**config.mk**
```make
export PLATFORM = sky130hd
export DESIGN_NAME = synth_serial_control
export DESIGN_NICKNAME = d
export VERILOG_FILES = /design/src/rtl/synth_ctrl_pkg.sv /design/src/rtl/self_tune_timer.sv /design/src/rtl/serial_word_shifter.sv /design/src/rtl/synth_serial_control.sv
export SDC_FILE = /design/constraint.sdc
export NUM_CORES = 1
export LEC_CHECK = 0
export BUFFER_PORTS_ARGS = -buffer_cell sky130_fd_sc_hd__buf_4
export CORE_ASPECT_RATIO = 1.4
export CORE_MARGIN = 5
export CORE_UTILIZATION = 60
export DETAILED_ROUTE_END_ITERATION = 16
export PLACE_DENSITY = 0.87
export SLEW_MARGIN = 40
export SYNTH_ARGS = -nofsm -noshare
export SYNTH_HDL_FRONTEND = slang
export SYNTH_SLANG_ARGS = --single-unit
```
**constraint.sdc**
```tcl
create_clock -name REF_CLK -period 31.3 [get_ports REF_CLK]
set_input_delay 4.695 -clock REF_CLK [delete_from_list [all_inputs] [get_ports REF_CLK]]
set_output_delay 4.695 -clock REF_CLK [all_outputs]
set_load 0.03 [all_outputs]
```
**src/rtl/synth_ctrl_pkg.sv**
```systemverilog
// package: constants, types and rule overview of the synthesizer serial control
//
// Overview of operation
// - a programming word is 22 bits: 18 data bits and 4 address bits
// - while latch enable is low, data is shifted in on shift clock rises
// - latch enable rise copies data field into the addressed register
// - while latch enable is high, clock and data activity are ignored
// - leading don't-care bits allowed; only the last 22 bits are decoded
// - only one RF PLL is active; the most recently written one
// - self-tuning starts on PLL power-up, or on frequency change if powered
// - power-up by pin release or by power register bits both start tuning
// - tuning comes first; closed-loop control takes over afterwards
// - RF PLLs halve the oscillator before N, so feedback divides by 2N
// - the IF PLL feeds its oscillator straight to its N divider
// - the IF output divider divides by 1, 2, 4 or 8
// - register 0 bit D6 halves the reference input before the R dividers
// - lock margin warning goes low after tuning, high near range limit
// - lock margin warning stays high while either PLL is tuning
// - tuning lasts the first 13 phase detector periods, then loop control
// - aux output carries the lock margin warning when select is 011
// - writing an RF PLL's R or N register selects that PLL for output
// - the serial port keeps latching writes in every power-down mode
package synth_ctrl_pkg;

  // serial word layout
  localparam int WORD_W   = 22;
  localparam int DATA_W   = 18;
  localparam int ADDR_W   = 4;
  localparam int NUM_REGS = 16;

  // internal register addresses
  localparam logic [3:0] REG_MAIN  = 4'h0;
  localparam logic [3:0] REG_POWERDOWN_PIN_N  = 4'h2;
  localparam logic [3:0] REG_N_RFA = 4'h3;
  localparam logic [3:0] REG_N_RFB = 4'h4;
  localparam logic [3:0] REG_N_IF  = 4'h5;
  localparam logic [3:0] REG_R_RFA = 4'h6;
  localparam logic [3:0] REG_R_RFB = 4'h7;
  localparam logic [3:0] REG_R_IF  = 4'h8;

  // main configuration fields
  localparam int         MAIN_AUTOPU_BIT = 0;
  localparam int         MAIN_IFDIV_LSB  = 1;
  localparam int         MAIN_AUX_OUTPUT_SELECT_LSB = 3;
  localparam int         MAIN_HALVE_BIT  = 6;
  localparam logic [2:0] AUX_OUTPUT_SELECT_WARN     = 3'h3;

  // power register fields
  localparam int POWERDOWN_PIN_N_RF_BIT = 0;
  localparam int POWERDOWN_PIN_N_IF_BIT = 1;

  // self-tuning length in phase detector periods
  localparam int TUNE_PERIODS = 13;

  // wishbone map
  localparam int         WB_AW         = 8;
  localparam logic [7:0] OFS_CTRL      = 8'h00;
  localparam logic [7:0] OFS_STATUS    = 8'h04;
  localparam logic [7:0] OFS_FB_RF     = 8'h08;
  localparam logic [7:0] OFS_FB_IF     = 8'h0C;
  localparam logic [7:0] OFS_IFDIV     = 8'h10;
  localparam logic [7:0] OFS_SHADOW    = 8'h40;
  localparam int         CTRL_RETUNE   = 0;
  localparam int         ST_PWR_RF     = 0;
  localparam int         ST_PWR_IF     = 1;
  localparam int         ST_RF_B       = 2;
  localparam int         ST_LOCK_LSB   = 3;
  localparam int         ST_TUNE_LSB   = 6;
  localparam int         ST_WARN       = 9;

  // one programming word as shifted in, address last
  typedef struct packed {
    logic [DATA_W-1:0] data;
    logic [ADDR_W-1:0] addr;
  } word_s;

  // self-tuning sequencer states
  typedef enum logic [2:0] {
    TS_OFF  = 3'h1,
    TS_TUNE = 3'h2,
    TS_LOCK = 3'h4
  } tune_state_e;

endpackage : synth_ctrl_pkg

```
**src/rtl/self_tune_timer.sv**
```systemverilog
// module: R divider and self-tuning sequencer of one PLL
`timescale 1ns/1ps
`default_nettype none
module self_tune_timer #(
  parameter int PD_PERIODS = synth_ctrl_pkg::TUNE_PERIODS,
  parameter int R_W        = synth_ctrl_pkg::DATA_W
) (
  input  wire logic           clk,
  input  wire logic           rst,
  input  wire logic           ref_tick,
  input  wire logic [R_W-1:0] r_div,
  input  wire logic           powered,
  input  wire logic           start,
  output logic                tuning,
  output logic                locked
);
  import synth_ctrl_pkg::*;

  localparam int CW = $clog2(PD_PERIODS + 1);

  if (PD_PERIODS < 1 || R_W < 2) begin : g_bad_param
    $error("self_tune_timer: unsupported parameters");
  end

  tune_state_e    state_reg;
  logic [R_W-1:0] r_cnt_reg;
  logic [CW-1:0]  pd_cnt_reg;
  logic           pd_tick;

  // an R value of 0 or 1 gives one update per reference edge
  assign pd_tick = ref_tick &&
    ((r_div <= R_W'(1)) || (r_cnt_reg >= r_div - R_W'(1)));

  //////////////////////////////////////////////////////////////////////////
  // reference divider, realigned when tuning restarts
  always_ff @(posedge clk or posedge rst) begin
    if (rst) begin
      r_cnt_reg <= '0;
    end else if (start || pd_tick) begin
      r_cnt_reg <= '0;
    end else if (ref_tick) begin
      r_cnt_reg <= r_cnt_reg + R_W'(1);
    end
  end

  // tuning counts update periods, then the loop takes over
  always_ff @(posedge clk or posedge rst) begin
    if (rst) begin
      state_reg  <= TS_OFF;
      pd_cnt_reg <= '0;
    end else if (!powered) begin
      state_reg  <= TS_OFF;
      pd_cnt_reg <= '0;
    end else if (start) begin
      state_reg  <= TS_TUNE;
      pd_cnt_reg <= '0;
    end else begin
      case (state_reg)
        TS_TUNE: begin
          if (pd_tick) begin
            pd_cnt_reg <= pd_cnt_reg + CW'(1);
            if (pd_cnt_reg == CW'(PD_PERIODS - 1)) begin
              state_reg <= TS_LOCK;
            end
          end
        end
        TS_OFF:  state_reg <= TS_OFF;
        TS_LOCK: state_reg <= TS_LOCK;
        default: state_reg <= TS_OFF;
      endcase
    end
  end

  assign tuning = (state_reg == TS_TUNE);
  assign locked = (state_reg == TS_LOCK);
endmodule : self_tune_timer
`default_nettype wire

```
**src/rtl/serial_word_shifter.sv**
```systemverilog
// module: pin synchronisers and 22-bit shift register of the serial port
`timescale 1ns/1ps
`default_nettype none
module serial_word_shifter (
  input  wire logic                  clk,
  input  wire logic                  rst,
  input  wire logic                  sclk_raw,
  input  wire logic                  serial_data_in_raw,
  input  wire logic                  sen_n_raw,
  output logic                       word_valid,
  output synth_ctrl_pkg::word_s      word
);
  import synth_ctrl_pkg::*;

  logic [2:0]        sclk_sync;
  logic [1:0]        serial_data_in_sync;
  logic [2:0]        sen_n_sync;
  logic [WORD_W-1:0] shift_reg;
  logic              sclk_rise;
  logic              sen_rise;

  //////////////////////////////////////////////////////////////////////////
  // two flops per pin, third flop only for edge finding
  always_ff @(posedge clk or posedge rst) begin
    if (rst) begin
      sclk_sync  <= 3'h0;
      serial_data_in_sync <= 2'h0;
      sen_n_sync <= 3'h7;
    end else begin
      sclk_sync  <= {sclk_sync[1:0], sclk_raw};
      serial_data_in_sync <= {serial_data_in_sync[0], serial_data_in_raw};
      sen_n_sync <= {sen_n_sync[1:0], sen_n_raw};
    end
  end

  assign sclk_rise = sclk_sync[1] & ~sclk_sync[2];
  assign sen_rise  = sen_n_sync[1] & ~sen_n_sync[2];

  // shift only while enabled; old bits fall off the top
  always_ff @(posedge clk or posedge rst) begin
    if (rst) begin
      shift_reg <= 22'h00_0000;
    end else if (sclk_rise && !sen_n_sync[1]) begin
      shift_reg <= {shift_reg[WORD_W-2:0], serial_data_in_sync[1]};
    end
  end

  // latch pulse carries the last 22 bits shifted
  always_ff @(posedge clk or posedge rst) begin
    if (rst) begin
      word_valid <= 1'b0;
      word       <= '0;
    end else begin
      word_valid <= sen_rise;
      if (sen_rise) begin
        word <= shift_reg;
      end
    end
  end
endmodule : serial_word_shifter
`default_nettype wire

```
**src/rtl/synth_serial_control.sv**
```systemverilog
// module: top of the synthesizer serial control with wishbone status port
`timescale 1ns/1ps
`default_nettype none
module synth_serial_control (
  input  wire logic                            REF_CLK,
  input  wire logic                            RST,
  input  wire logic                            SERIAL_SHIFT_CLOCK,
  input  wire logic                            SERIAL_DATA_IN,
  input  wire logic                            SERIAL_LATCH_ENABLE_N,
  input  wire logic                            POWERDOWN_PIN_N,
  input  wire logic                            REFERENCE_INPUT,
  input  wire logic [2:0]                      COMP_NEAR_LIMIT,
  input  wire logic                            WB_CYC_I,
  input  wire logic                            WB_STB_I,
  input  wire logic                            WB_WE_I,
  input  wire logic [synth_ctrl_pkg::WB_AW-1:0] WB_ADR_I,
  input  wire logic [3:0]                      WB_SEL_I,
  input  wire logic [31:0]                     WB_DAT_I,
  output logic      [31:0]                     WB_DAT_O,
  output logic                                 WB_ACK_O,
  output logic                                 AUX_OUTPUT_PIN,
  output logic                                 LOCK_MARGIN_WARNING_N,
  output logic                                 RF_PLL_B_ACTIVE
);
  import synth_ctrl_pkg::*;

  // pll index: 0 rf_pll_a, 1 rf_pll_b, 2 if pll
  localparam logic [11:0] N_ADDRS = {REG_N_IF, REG_N_RFB, REG_N_RFA};
  localparam logic [11:0] R_ADDRS = {REG_R_IF, REG_R_RFB, REG_R_RFA};

  logic              word_valid;
  word_s             lat_word;
  logic [DATA_W-1:0] shadow_reg [NUM_REGS];
  logic              rf_b_sel_reg;
  logic [1:0]        pdn_sync;
  logic [2:0]        ref_sync;
  logic [2:0]        near_s1;
  logic [2:0]        near_s2;
  logic              halve_phase_reg;
  logic              ref_tick;
  logic              pwr_rf;
  logic              pwr_if;
  logic [2:0]        powered;
  logic [2:0]        powered_prev_reg;
  logic [2:0]        freq_change;
  logic [2:0]        tune_start;
  logic [2:0]        tuning;
  logic [2:0]        locked;
  logic              retune_reg;
  logic              warn_next;
  logic [2:0]        aux_sel;
  logic [1:0]        ifdiv_code;
  logic [3:0]        ifdiv_ratio_reg;
  logic [DATA_W:0]   fb_rf_reg;
  logic [DATA_W-1:0] fb_if_reg;
  logic              wb_req;
  logic [31:0]       rd_next;

  //////////////////////////////////////////////////////////////////////////
  // serial port front end
  serial_word_shifter u_shifter (
    .clk        (REF_CLK),
    .rst        (RST),
    .sclk_raw   (SERIAL_SHIFT_CLOCK),
    .serial_data_in_raw  (SERIAL_DATA_IN),
    .sen_n_raw  (SERIAL_LATCH_ENABLE_N),
    .word_valid (word_valid),
    .word       (lat_word)
  );

  // latched words land in the addressed register whatever the power state
  always_ff @(posedge REF_CLK or posedge RST) begin
    if (RST) begin
      for (int i = 0; i < NUM_REGS; i++) begin
        shadow_reg[i] <= 18'h0_0000;
      end
    end else if (word_valid) begin
      shadow_reg[lat_word.addr] <= lat_word.data;
    end
  end

  // the last written RF PLL drives the RF output
  always_ff @(posedge REF_CLK or posedge RST) begin
    if (RST) begin
      rf_b_sel_reg <= 1'b0;
    end else if (word_valid) begin
      if (lat_word.addr == REG_N_RFB || lat_word.addr == REG_R_RFB) begin
        rf_b_sel_reg <= 1'b1;
      end else if (lat_word.addr == REG_N_RFA ||
                   lat_word.addr == REG_R_RFA) begin
        rf_b_sel_reg <= 1'b0;
      end
    end
  end

  //////////////////////////////////////////////////////////////////////////
  // pin synchronisers for power, reference and range-limit inputs
  always_ff @(posedge REF_CLK or posedge RST) begin
    if (RST) begin
      pdn_sync <= 2'h0;
      ref_sync <= 3'h0;
      near_s1  <= 3'h0;
      near_s2  <= 3'h0;
    end else begin
      pdn_sync <= {pdn_sync[0], POWERDOWN_PIN_N};
      ref_sync <= {ref_sync[1:0], REFERENCE_INPUT};
      near_s1  <= COMP_NEAR_LIMIT;
      near_s2  <= near_s1;
    end
  end

  // optional halving keeps every second reference edge
  always_ff @(posedge REF_CLK or posedge RST) begin
    if (RST) begin
      halve_phase_reg <= 1'b0;
    end else if (ref_sync[1] && !ref_sync[2]) begin
      halve_phase_reg <= ~halve_phase_reg;
    end
  end

  assign ref_tick = ref_sync[1] && !ref_sync[2] &&
    (!shadow_reg[REG_MAIN][MAIN_HALVE_BIT] || halve_phase_reg);

  //////////////////////////////////////////////////////////////////////////
  // power state: pin low overrides the register bits
  assign pwr_rf = pdn_sync[1] &&
    (shadow_reg[REG_POWERDOWN_PIN_N][POWERDOWN_PIN_N_RF_BIT] ||
     shadow_reg[REG_MAIN][MAIN_AUTOPU_BIT]);
  assign pwr_if = pdn_sync[1] &&
    (shadow_reg[REG_POWERDOWN_PIN_N][POWERDOWN_PIN_N_IF_BIT] ||
     shadow_reg[REG_MAIN][MAIN_AUTOPU_BIT]);
  assign powered = {pwr_if, pwr_rf && rf_b_sel_reg,
                    pwr_rf && !rf_b_sel_reg};

  // remembers power for finding power-up edges
  always_ff @(posedge REF_CLK or posedge RST) begin
    if (RST) begin
      powered_prev_reg <= 3'h0;
    end else begin
      powered_prev_reg <= powered;
    end
  end

  // one tuning sequencer per PLL
  for (genvar p = 0; p < 3; p++) begin : g_pll
    assign freq_change[p] = word_valid &&
      (lat_word.addr == N_ADDRS[4*p +: 4] ||
       lat_word.addr == R_ADDRS[4*p +: 4]) &&
      lat_word.data != shadow_reg[lat_word.addr];
    assign tune_start[p] = powered[p] &&
      (!powered_prev_reg[p] || freq_change[p] || retune_reg);

    self_tune_timer #(
      .PD_PERIODS (TUNE_PERIODS),
      .R_W        (DATA_W)
    ) u_tune (
      .clk      (REF_CLK),
      .rst      (RST),
      .ref_tick (ref_tick),
      .r_div    (shadow_reg[R_ADDRS[4*p +: 4]]),
      .powered  (powered[p]),
      .start    (tune_start[p]),
      .tuning   (tuning[p]),
      .locked   (locked[p])
    );
  end

  //////////////////////////////////////////////////////////////////////////
  // warning: high while tuning, near range limit, or nothing locked
  assign warn_next = (|tuning) || (|(near_s2 & powered)) ||
                     !(|locked);
  assign aux_sel    = shadow_reg[REG_MAIN][MAIN_AUX_OUTPUT_SELECT_LSB +: 3];
  assign ifdiv_code = shadow_reg[REG_MAIN][MAIN_IFDIV_LSB +: 2];

  // pin outputs, registered
  always_ff @(posedge REF_CLK or posedge RST) begin
    if (RST) begin
      LOCK_MARGIN_WARNING_N <= 1'b1;
      AUX_OUTPUT_PIN        <= 1'b0;
      RF_PLL_B_ACTIVE       <= 1'b0;
    end else begin
      LOCK_MARGIN_WARNING_N <= warn_next;
      AUX_OUTPUT_PIN        <= (aux_sel == AUX_OUTPUT_SELECT_WARN) ?
                               LOCK_MARGIN_WARNING_N : 1'b0;
      RF_PLL_B_ACTIVE       <= rf_b_sel_reg;
    end
  end

  // divider ratios seen by the phase detectors and the IF output
  always_ff @(posedge REF_CLK or posedge RST) begin
    if (RST) begin
      fb_rf_reg       <= 19'h0_0000;
      fb_if_reg       <= 18'h0_0000;
      ifdiv_ratio_reg <= 4'h1;
    end else begin
      fb_rf_reg <= rf_b_sel_reg ? {shadow_reg[REG_N_RFB], 1'b0} :
                                  {shadow_reg[REG_N_RFA], 1'b0};
      fb_if_reg       <= shadow_reg[REG_N_IF];
      ifdiv_ratio_reg <= 4'h1 << ifdiv_code;
    end
  end

  //////////////////////////////////////////////////////////////////////////
  // wishbone slave: one wait state, every address acknowledged
  assign wb_req = WB_CYC_I && WB_STB_I && !WB_ACK_O;

  // read multiplexer; unmapped words below the shadow window read zero, words above it alias the shadow registers
  always_comb begin
    rd_next = 32'h0000_0000;
    if (WB_ADR_I >= OFS_SHADOW) begin
      rd_next[DATA_W-1:0] = shadow_reg[WB_ADR_I[5:2]];
    end else begin
      case (WB_ADR_I)
        OFS_CTRL:   rd_next[CTRL_RETUNE] = retune_reg;
        OFS_STATUS: begin
          rd_next[ST_PWR_RF]             = pwr_rf;
          rd_next[ST_PWR_IF]             = pwr_if;
          rd_next[ST_RF_B]               = rf_b_sel_reg;
          rd_next[ST_LOCK_LSB +: 3]      = locked;
          rd_next[ST_TUNE_LSB +: 3]      = tuning;
          rd_next[ST_WARN]               = LOCK_MARGIN_WARNING_N;
        end
        OFS_FB_RF:  rd_next[DATA_W:0]    = fb_rf_reg;
        OFS_FB_IF:  rd_next[DATA_W-1:0]  = fb_if_reg;
        OFS_IFDIV:  rd_next[3:0]         = ifdiv_ratio_reg;
        default:    rd_next              = 32'h0000_0000;
      endcase
    end
  end

  // acknowledge and read data
  always_ff @(posedge REF_CLK or posedge RST) begin
    if (RST) begin
      WB_ACK_O <= 1'b0;
      WB_DAT_O <= 32'h0000_0000;
    end else begin
      WB_ACK_O <= wb_req;
      if (wb_req && !WB_WE_I) begin
        WB_DAT_O <= rd_next;
      end
    end
  end

  // software retune request, a one-cycle pulse taken with the ack edge
  always_ff @(posedge REF_CLK or posedge RST) begin
    if (RST) begin
      retune_reg <= 1'b0;
    end else begin
      retune_reg <= WB_CYC_I && WB_STB_I && WB_ACK_O && WB_WE_I &&
                    WB_SEL_I[0] && WB_ADR_I == OFS_CTRL &&
                    WB_DAT_I[CTRL_RETUNE];
    end
  end
endmodule : synth_serial_control
`default_nettype wire

```
==> results.txt, run 1 <==
----------------------------------------------------
[Outcome]
  Outcome ... complete, no violations

[Clock network]
  Number of sinks handled by clock tree synthesis ... 496
  Clk_lat worst skew ... 0.58 ns
  Cts bufs inserted ... 47
  Number of instances resized during post-cts repair ... 0
  Number of buffers inserted by hold repair at cts ... 0
  Clk pin slew, worst setup/hold paths ... 0.07 ns
  CTS H-tree depth ... 2
  Total setup buffers inserted after CTS ... 0
  CTS tree ... built
  Longest Clk Path Bufs ... 3
  Clk Tree Root Cell ... clkbuf_16

[Logic synthesis]
  Most frequent cell after synthesis ... dfrtp_1
  Async set-reset flop share out of synthesis ... 1.00
  Total of warnings raised by yosys ... 0
  Syn_area_per_cell ... 13.0 um2
  Synthesized cell area ... 26900 um2
  Synth area leaders ... dfrtp_1, mux2_2, mux4_2, ha_1, mux4_1
  Synthesized instance count ... around 2100
  Number of distinct library cells after synthesis ... 87
  Share of Yosys cell area claimed by the top area cell type ... 0.454
  Flop and latch count out of synthesis ... about 500
  Number of flops mapped to enable cells by yosys ... 0
  Most used DFF post-synth ... dfrtp_1
  Cell type with the largest total area after synthesis ... dfrtp_1
  Sequential-to-total area share from yosys stat ... 0.462
  Leading cell types by count after synthesis ... dfrtp_1, mux2_2, nor2_1

[Setup path]
  Data arrival time of the critical path ... 7.66 ns
  R2R setup slack ... approximately 26 ns
  Critical path data required time ... 31.74 ns
  Critical path fanouts, max ... 54
  Maximum cell stage delay along the critical path ... 0.68 ns
  Slowest-stage cell, CP ... buf_6
  Critical path endpoint category ... flop
  Path depth of the worst reg2reg path ... 10
  Endpoint of the most critical register-to-register path ... g_pll[2].u_tune.r_cnt_reg[17]$_DFFE_PP0P_
  Critical path start-end classification ... primary input to flop
  Cells traversed along the worst timing path ... buf_4, buf_6, mux4_2, mux4_2, a222oi_1, a21oi_1
  Worst R2R Start ... u_shifter.word[1]$_DFFE_PP0P_
  Startpoint type of the worst setup path ... primary input
  Most common cell type on the critical path ... mux4_2

[Min path]
  Number of cells on the worst hold path ... 0
  Worst hold-check path type ... flop to flop
  Hold Path Origin ... pdn_sync[0]$_DFF_PP0_
  Hold path endpoint ... pdn_sync[1]$_DFF_PP0_

[Cells and area]
  Share of final-layout standard cells stronger than drive strength 1 ... 0.327
  Total area of multi-input combinational cells ... 13600 um2
  Area growth from synthesis to layout ... 8.52%
  Total area of sequential cells ... 12400 um2
  Fin nets ... 2177
  Antenna cell count ... 0
  Number of flip-flops under the largest register name ... between 200 and 300
  Layout Utilization ... 0.660
  Number of fill cells ... 2937

[Job]
  MaxCap Viol Count ... 0

[Route]
  Total number of vias ... roughly 18000
  Post-route met1 wirelength ... around 25 mm
  Wire length reported by the detailed router ... 72.7 mm
  Met2 WL ... 35.0 mm
  Met3 WL post-DR ... 7.00 mm
  Per-cell routed wire length ... 27.5 um
  Via-to-Cell Ratio ... 6.95
  Violation count after the first detailed-route iteration ... 1834
  Post-DRT Antenna Nets ... 0
  Pre-antenna DRT Iters ... 6
  Highest routing layer actually used ... met5
  DRC ... 0

[Power and ir drop]
  Sequential share of power ... 0.409
  Combinational share of power ... 0.274
  Cell area power density ... 64.2 nW/um2
  Peak ir drop on the vdd network ... roughly 0.046 mV
  Switching part of the total ... 0.334
  Internal cell power ... between 1000 and 1500 uW
  Share of total power in the clock network ... 0.317
  Leakage ... 0.0138 uW
  Net switching power figure ... 626 uW

[STA]
  Count of endpoints failing hold in the final timing report ... 0
  Slew at the pin closest to its max-slew limit ... 0.917 ns
  Final worst-path cycle share ... 0.231
  Total negative setup slack ... 0 ns
  RSZ-0062 raised after global routing ... no
  Final setup violation count ... 0
  Final hold slack ... 0.343 ns
  Clock skew after layout ... about 0.018 ns
  Maximum operating frequency ... 0.138 GHz
  Number of max-slew violations in the final report ... 0
  Final critical path time including I/O delays and setup ... 7.22 ns
  Normalized max-slew margin ... 0.389

[Place]
  Number of input and output port buffers inserted ... 45
  Final Wtd Congestion ... 0.941
  Sum of net half-perimeters after detailed placement ... 47.8 mm

[Floorplan]
  Die height ... 260 um
  Core footprint ... around 44000 um2
  Starting density of the core ... 0.608
  I/O pin count ... 93
  Placement row count ... 91
  Die outline area ... approximately 49000 um2
  Width of the die ... between 150 and 200 um

[Global route]
  Pin count of the biggest net entering global routing ... about 150
  Overall Global Routing Usage ... 0.296
  Number of antenna violations at the first check in global routing ... 1
  Number of global-route vias before repair ... 19200
  Global-route wire length before repair ... 113 mm
  Total gr overflow ... 0

----------------------------------------------------
## final cells by class
cell class                 count  share of cell area
multi-input combinational   1394               0.467
sequential                   496               0.426
clock buffer                  66              0.0466
tap                          558              0.0239
timing repair buffer          81              0.0233
clock inverter                21             0.00850
inverter                      31             0.00455
## through the flow
stage	power, uW	setup slack [ns]	area, um2	std cells
2_1_floorplan	1140	12.77	26900	2073
6_report	1870	24.08	29200	2647
3_3_place_gp	1250	23.27	27400	2558
4_1_cts	1870	24.08	29100	2647
5_1_grt	1940	23.94	29200	2647
3_5_place_dp	1270	23.45	27500	2560
## power by group through the flow
stage | Clock (uW) | Sequential [uW] | Combinational, uW
after floorplan | 0 | 733 | 411
after global placement | 0 | 765 | 480
after detailed placement | 0 | 771 | 501
after CTS | 600 | 761 | 505
after global routing | 627 | 768 | 550
final | 594 | 765 | 513
## metal layers
layer  track usage  vias to the layer above
met5             0                        -
met3        0.0664                      351
met1         0.348                     9305
met2         0.482                     1103
met4         0.215                        2
li1              -                     7641
## worst max path at each step
stage,startpoint,end,slack (ns)
after floorplan,RST,AUX_OUTPUT_PIN$_DFF_PP0_,12.77
after global placement,WB_ADR_I[2],WB_DAT_O[10]$_DFFE_PP0P_,23.27
after detailed placement,WB_ADR_I[2],WB_DAT_O[10]$_DFFE_PP0P_,23.45
after CTS,WB_ADR_I[2],WB_DAT_O[10]$_DFFE_PP0P_,24.08
after global routing,WB_ADR_I[2],WB_DAT_O[10]$_DFFE_PP0P_,23.94
final,WB_ADR_I[2],WB_DAT_O[10]$_DFFE_PP0P_,24.08
## worst max-delay path: cells and delay by family
| kind | cells | cell delay, ns |
|---|---|---|
| buffers and inverters | 2 | 1.16 |
| muxes | 2 | 1.11 |
| AOI/OAI and AO/OA | 2 | 0.65 |
## logic make-up after synthesis
| family | Yosys count | synth area share |
|---|---|---|
| mux | 562 | 0.297 |
| flops | 496 | 0.462 |
| simple gates | 434 | 0.0831 |
| compound gates | 202 | 0.0533 |
| buf+inv | 183 | 0.0353 |
| xor+xnor | 114 | 0.0372 |
| fa+ha+maj | 69 | 0.0321 |
| other cells | 1 | 0.000140 |
## cell usage in the layout, fill, tap and decap left out, drive strengths merged, types with 5 or more instances in the layout
| master | instances |
|---|---|
| dfrtp | 488 |
| mux2 | 355 |
| mux4 | 144 |
| nor2 | 130 |
| nand2 | 93 |
| buf | 80 |
| ha | 69 |
| clkbuf | 67 |
| mux2i | 63 |
| xnor2 | 63 |
| xor2 | 51 |
| a21oi | 50 |
| inv | 32 |
| o21ai | 32 |
| nand3 | 29 |
| nor3 | 29 |
| a22oi | 18 |
| nand4 | 17 |
| a21o | 17 |
| nand2b | 16 |
| a22o | 16 |
| nor4 | 15 |
| and3 | 15 |
| clkinv | 14 |
| conb | 13 |
| nor2b | 13 |
| or4 | 12 |
| a211oi | 11 |
| or3 | 11 |
| nor3b | 10 |
| or2 | 9 |
| dfstp | 8 |
| a222oi | 8 |
| nand3b | 7 |
| a221oi | 6 |
| o31ai | 6 |
| nand4b | 6 |
| a2111oi | 5 |
| bufinv | 5 |
No activity file was read; power rests on OpenSTA's default activity.
==> run 2: changes to the inputs <==
- clock period: 31.3 -> 6.85 ns (I/O delays scaled with it)
==> run 2 against run 1 <==
  * Cell count rose by 0.15%
  * Sequential power rose to 4.6 times the previous value
  * Count of clock-buffer cells in the layout rose by 6
  * Critical endpoint is now g_pll[2].u_tune.r_cnt_reg[16]$_DFFE_PP0P_
==> results.txt, run 2 (same netlist as run 1, synthesis figures left out) <==
----------------------------------------------------
[Outcome]
  Outcome ... complete, no violations

[Global route]
  Number of antenna violations at the first check in global routing ... 0
  Number of global-route vias before repair ... roughly 19000
  Total gr overflow ... 0
  Overall Global Routing Usage ... 0.294
  Pin count of the biggest net entering global routing ... 153
  Global-route wire length before repair ... 112 mm

[Power and ir drop]
  Peak ir drop on the vdd network ... 0.205 mV
  Cell area power density ... between 200 and 300 nW/um2
  Leakage ... 0.0138 uW

[Setup path]
  Data arrival time of the critical path ... 5.42 ns
  Critical path fanouts, max ... 39
  R2R setup slack ... 1.92 ns
  Critical path start-end classification ... flop to flop
  Critical path data required time ... 7.34 ns
  Critical path endpoint category ... flop
  Startpoint type of the worst setup path ... flop

[STA]
  Number of max-slew violations in the final report ... 0
  Clock skew after layout ... 0.0297 ns
  Slew at the pin closest to its max-slew limit ... roughly 0.9 ns
  Normalized max-slew margin ... 0.411
  Maximum operating frequency ... 0.203 GHz
  Final critical path time including I/O delays and setup ... just under 5 ns
  RSZ-0062 raised after global routing ... no
  Total negative setup slack ... 0 ns
  Count of endpoints failing hold in the final timing report ... 0
  Final worst-path cycle share ... 0.720
  Final setup violation count ... 0

[Clock network]
  Number of buffers inserted by hold repair at cts ... 0
  Cts bufs inserted ... 47
  Clk_lat worst skew ... just under 0.6 ns
  CTS H-tree depth ... 2
  Clk pin slew, worst setup/hold paths ... 0.07 ns
  CTS tree ... built
  Clk Tree Root Cell ... clkbuf_16
  Total setup buffers inserted after CTS ... 0
  Number of sinks handled by clock tree synthesis ... just under 500
  Longest Clk Path Bufs ... 3
  Number of instances resized during post-cts repair ... 0

[Route]
  DRC ... 0
  Violation count after the first detailed-route iteration ... 1865
  Total number of vias ... 18500
  Pre-antenna DRT Iters ... 6
  Via-to-Cell Ratio ... 6.98
  Wire length reported by the detailed router ... slightly above 70 mm
  Post-DRT Antenna Nets ... 0
  Per-cell routed wire length ... 27.2 um

[Cells and area]
  Non-Filler Instances ... between 2000 and 3000
  Number of fill cells ... 2920
  Highest-count cells in the layout ignoring fill and taps ... dfrtp_1, mux2_2, nor2_1
  Layout Utilization ... 0.661
  Post-Layout Inst Area ... 29200 um2
  Most common cell after layout, fill and taps aside ... dfrtp_1
  Area growth from synthesis to layout ... 8.70%
  Antenna cell count ... 0
  Fin nets ... around 2200
  Number of flip-flops under the largest register name ... about 280
  Share of final-layout standard cells stronger than drive strength 1 ... 0.329

[Floorplan]
  Die outline area ... 49200 um2
  Die height ... 260 um
  Core footprint ... 44200 um2
  Placement row count ... 91
  Width of the die ... 189 um
  Starting density of the core ... 0.608
  I/O pin count ... slightly above 90

[Place]
  Sum of net half-perimeters after detailed placement ... 48.0 mm
  Cell area reported after detailed placement ... 27500 um2
  Number of cells in the design after placement ... about 2600
  Number of input and output port buffers inserted ... 45
  Final Wtd Congestion ... 0.925

[Job]
  MaxCap Viol Count ... 0

[Min path]
  Worst hold-check path type ... flop to flop

----------------------------------------------------
run 2: changes by cell type in the layout (fill, tap and decap cells not counted), moves of 2 or more:
cell,change
bufinv_16,-2
clkbuf_8,+6
clkinv_2,-5
dfrtp_1,-2
clkinvlp_4,+3
buf_4,+3
run 2: metrics by stage:
step           setup slack, ns  hold WS (ns)  power [uW]
6_report                  1.92         0.349        8560
5_1_grt                   1.77         0.361        8880
4_1_cts                   2.01         0.349        8530
3_5_place_dp              2.03         0.336        5820
3_3_place_gp              2.08         0.332        5710
2_1_floorplan           -0.899         0.331        5230
run 2: layout make-up:
cell class / count / area, um2 / area share
flip-flops and latches: 496 / 12400 / 0.426
multi-input cells: 1394 / 13600 / 0.465
well taps: 558 / 698 / 0.0239
inverters: 31 / 120 / 0.00411
clock inverters: 15 / 161 / 0.00553
clock buffers: 72 / 1460 / 0.0501
repair buffers: 85 / 737 / 0.0252
run 2: power by group:
group	internal, uW	switching (uW)
Clock	1580	1140
Sequential	3140	389
Combinational	993	1320
run 2: final timing paths:
path                                                                  end  cells past startpoint                          start
worst min-delay path                                pdn_sync[1]$_DFF_PP0_                      0          pdn_sync[0]$_DFF_PP0_
max in group asynchronous                     shadow_reg[217]$_DFFE_PP0P_                      4                            RST
min in group asynchronous                         fb_rf_reg[16]$_DFF_PP0_                      2                            RST
worst min register to register                      pdn_sync[1]$_DFF_PP0_                      0          pdn_sync[0]$_DFF_PP0_
worst max-delay path            g_pll[2].u_tune.r_cnt_reg[16]$_DFFE_PP0P_                     10  u_shifter.word[1]$_DFFE_PP0P_
worst max register to register  g_pll[2].u_tune.r_cnt_reg[16]$_DFFE_PP0P_                     10  u_shifter.word[1]$_DFFE_PP0P_
run 2: critical path, cell delays in order (launching register included):
cell,delay [ns]
dfrtp_4,0.93
buf_4,0.44
mux4_1,0.64
xor2_1,0.18
nor2_1,0.32
o31ai_1,0.15
or4_1,0.59
or3_1,0.39
o21ai_2,0.44
nand2b_1,0.48
a21oi_1,0.27
run 2: layer usage:
layer	track usage	wire [um]
met1	0.350	24700
met2	0.489	35300
met3	0.0594	6550
met4	0.191	5490
met5	0	0
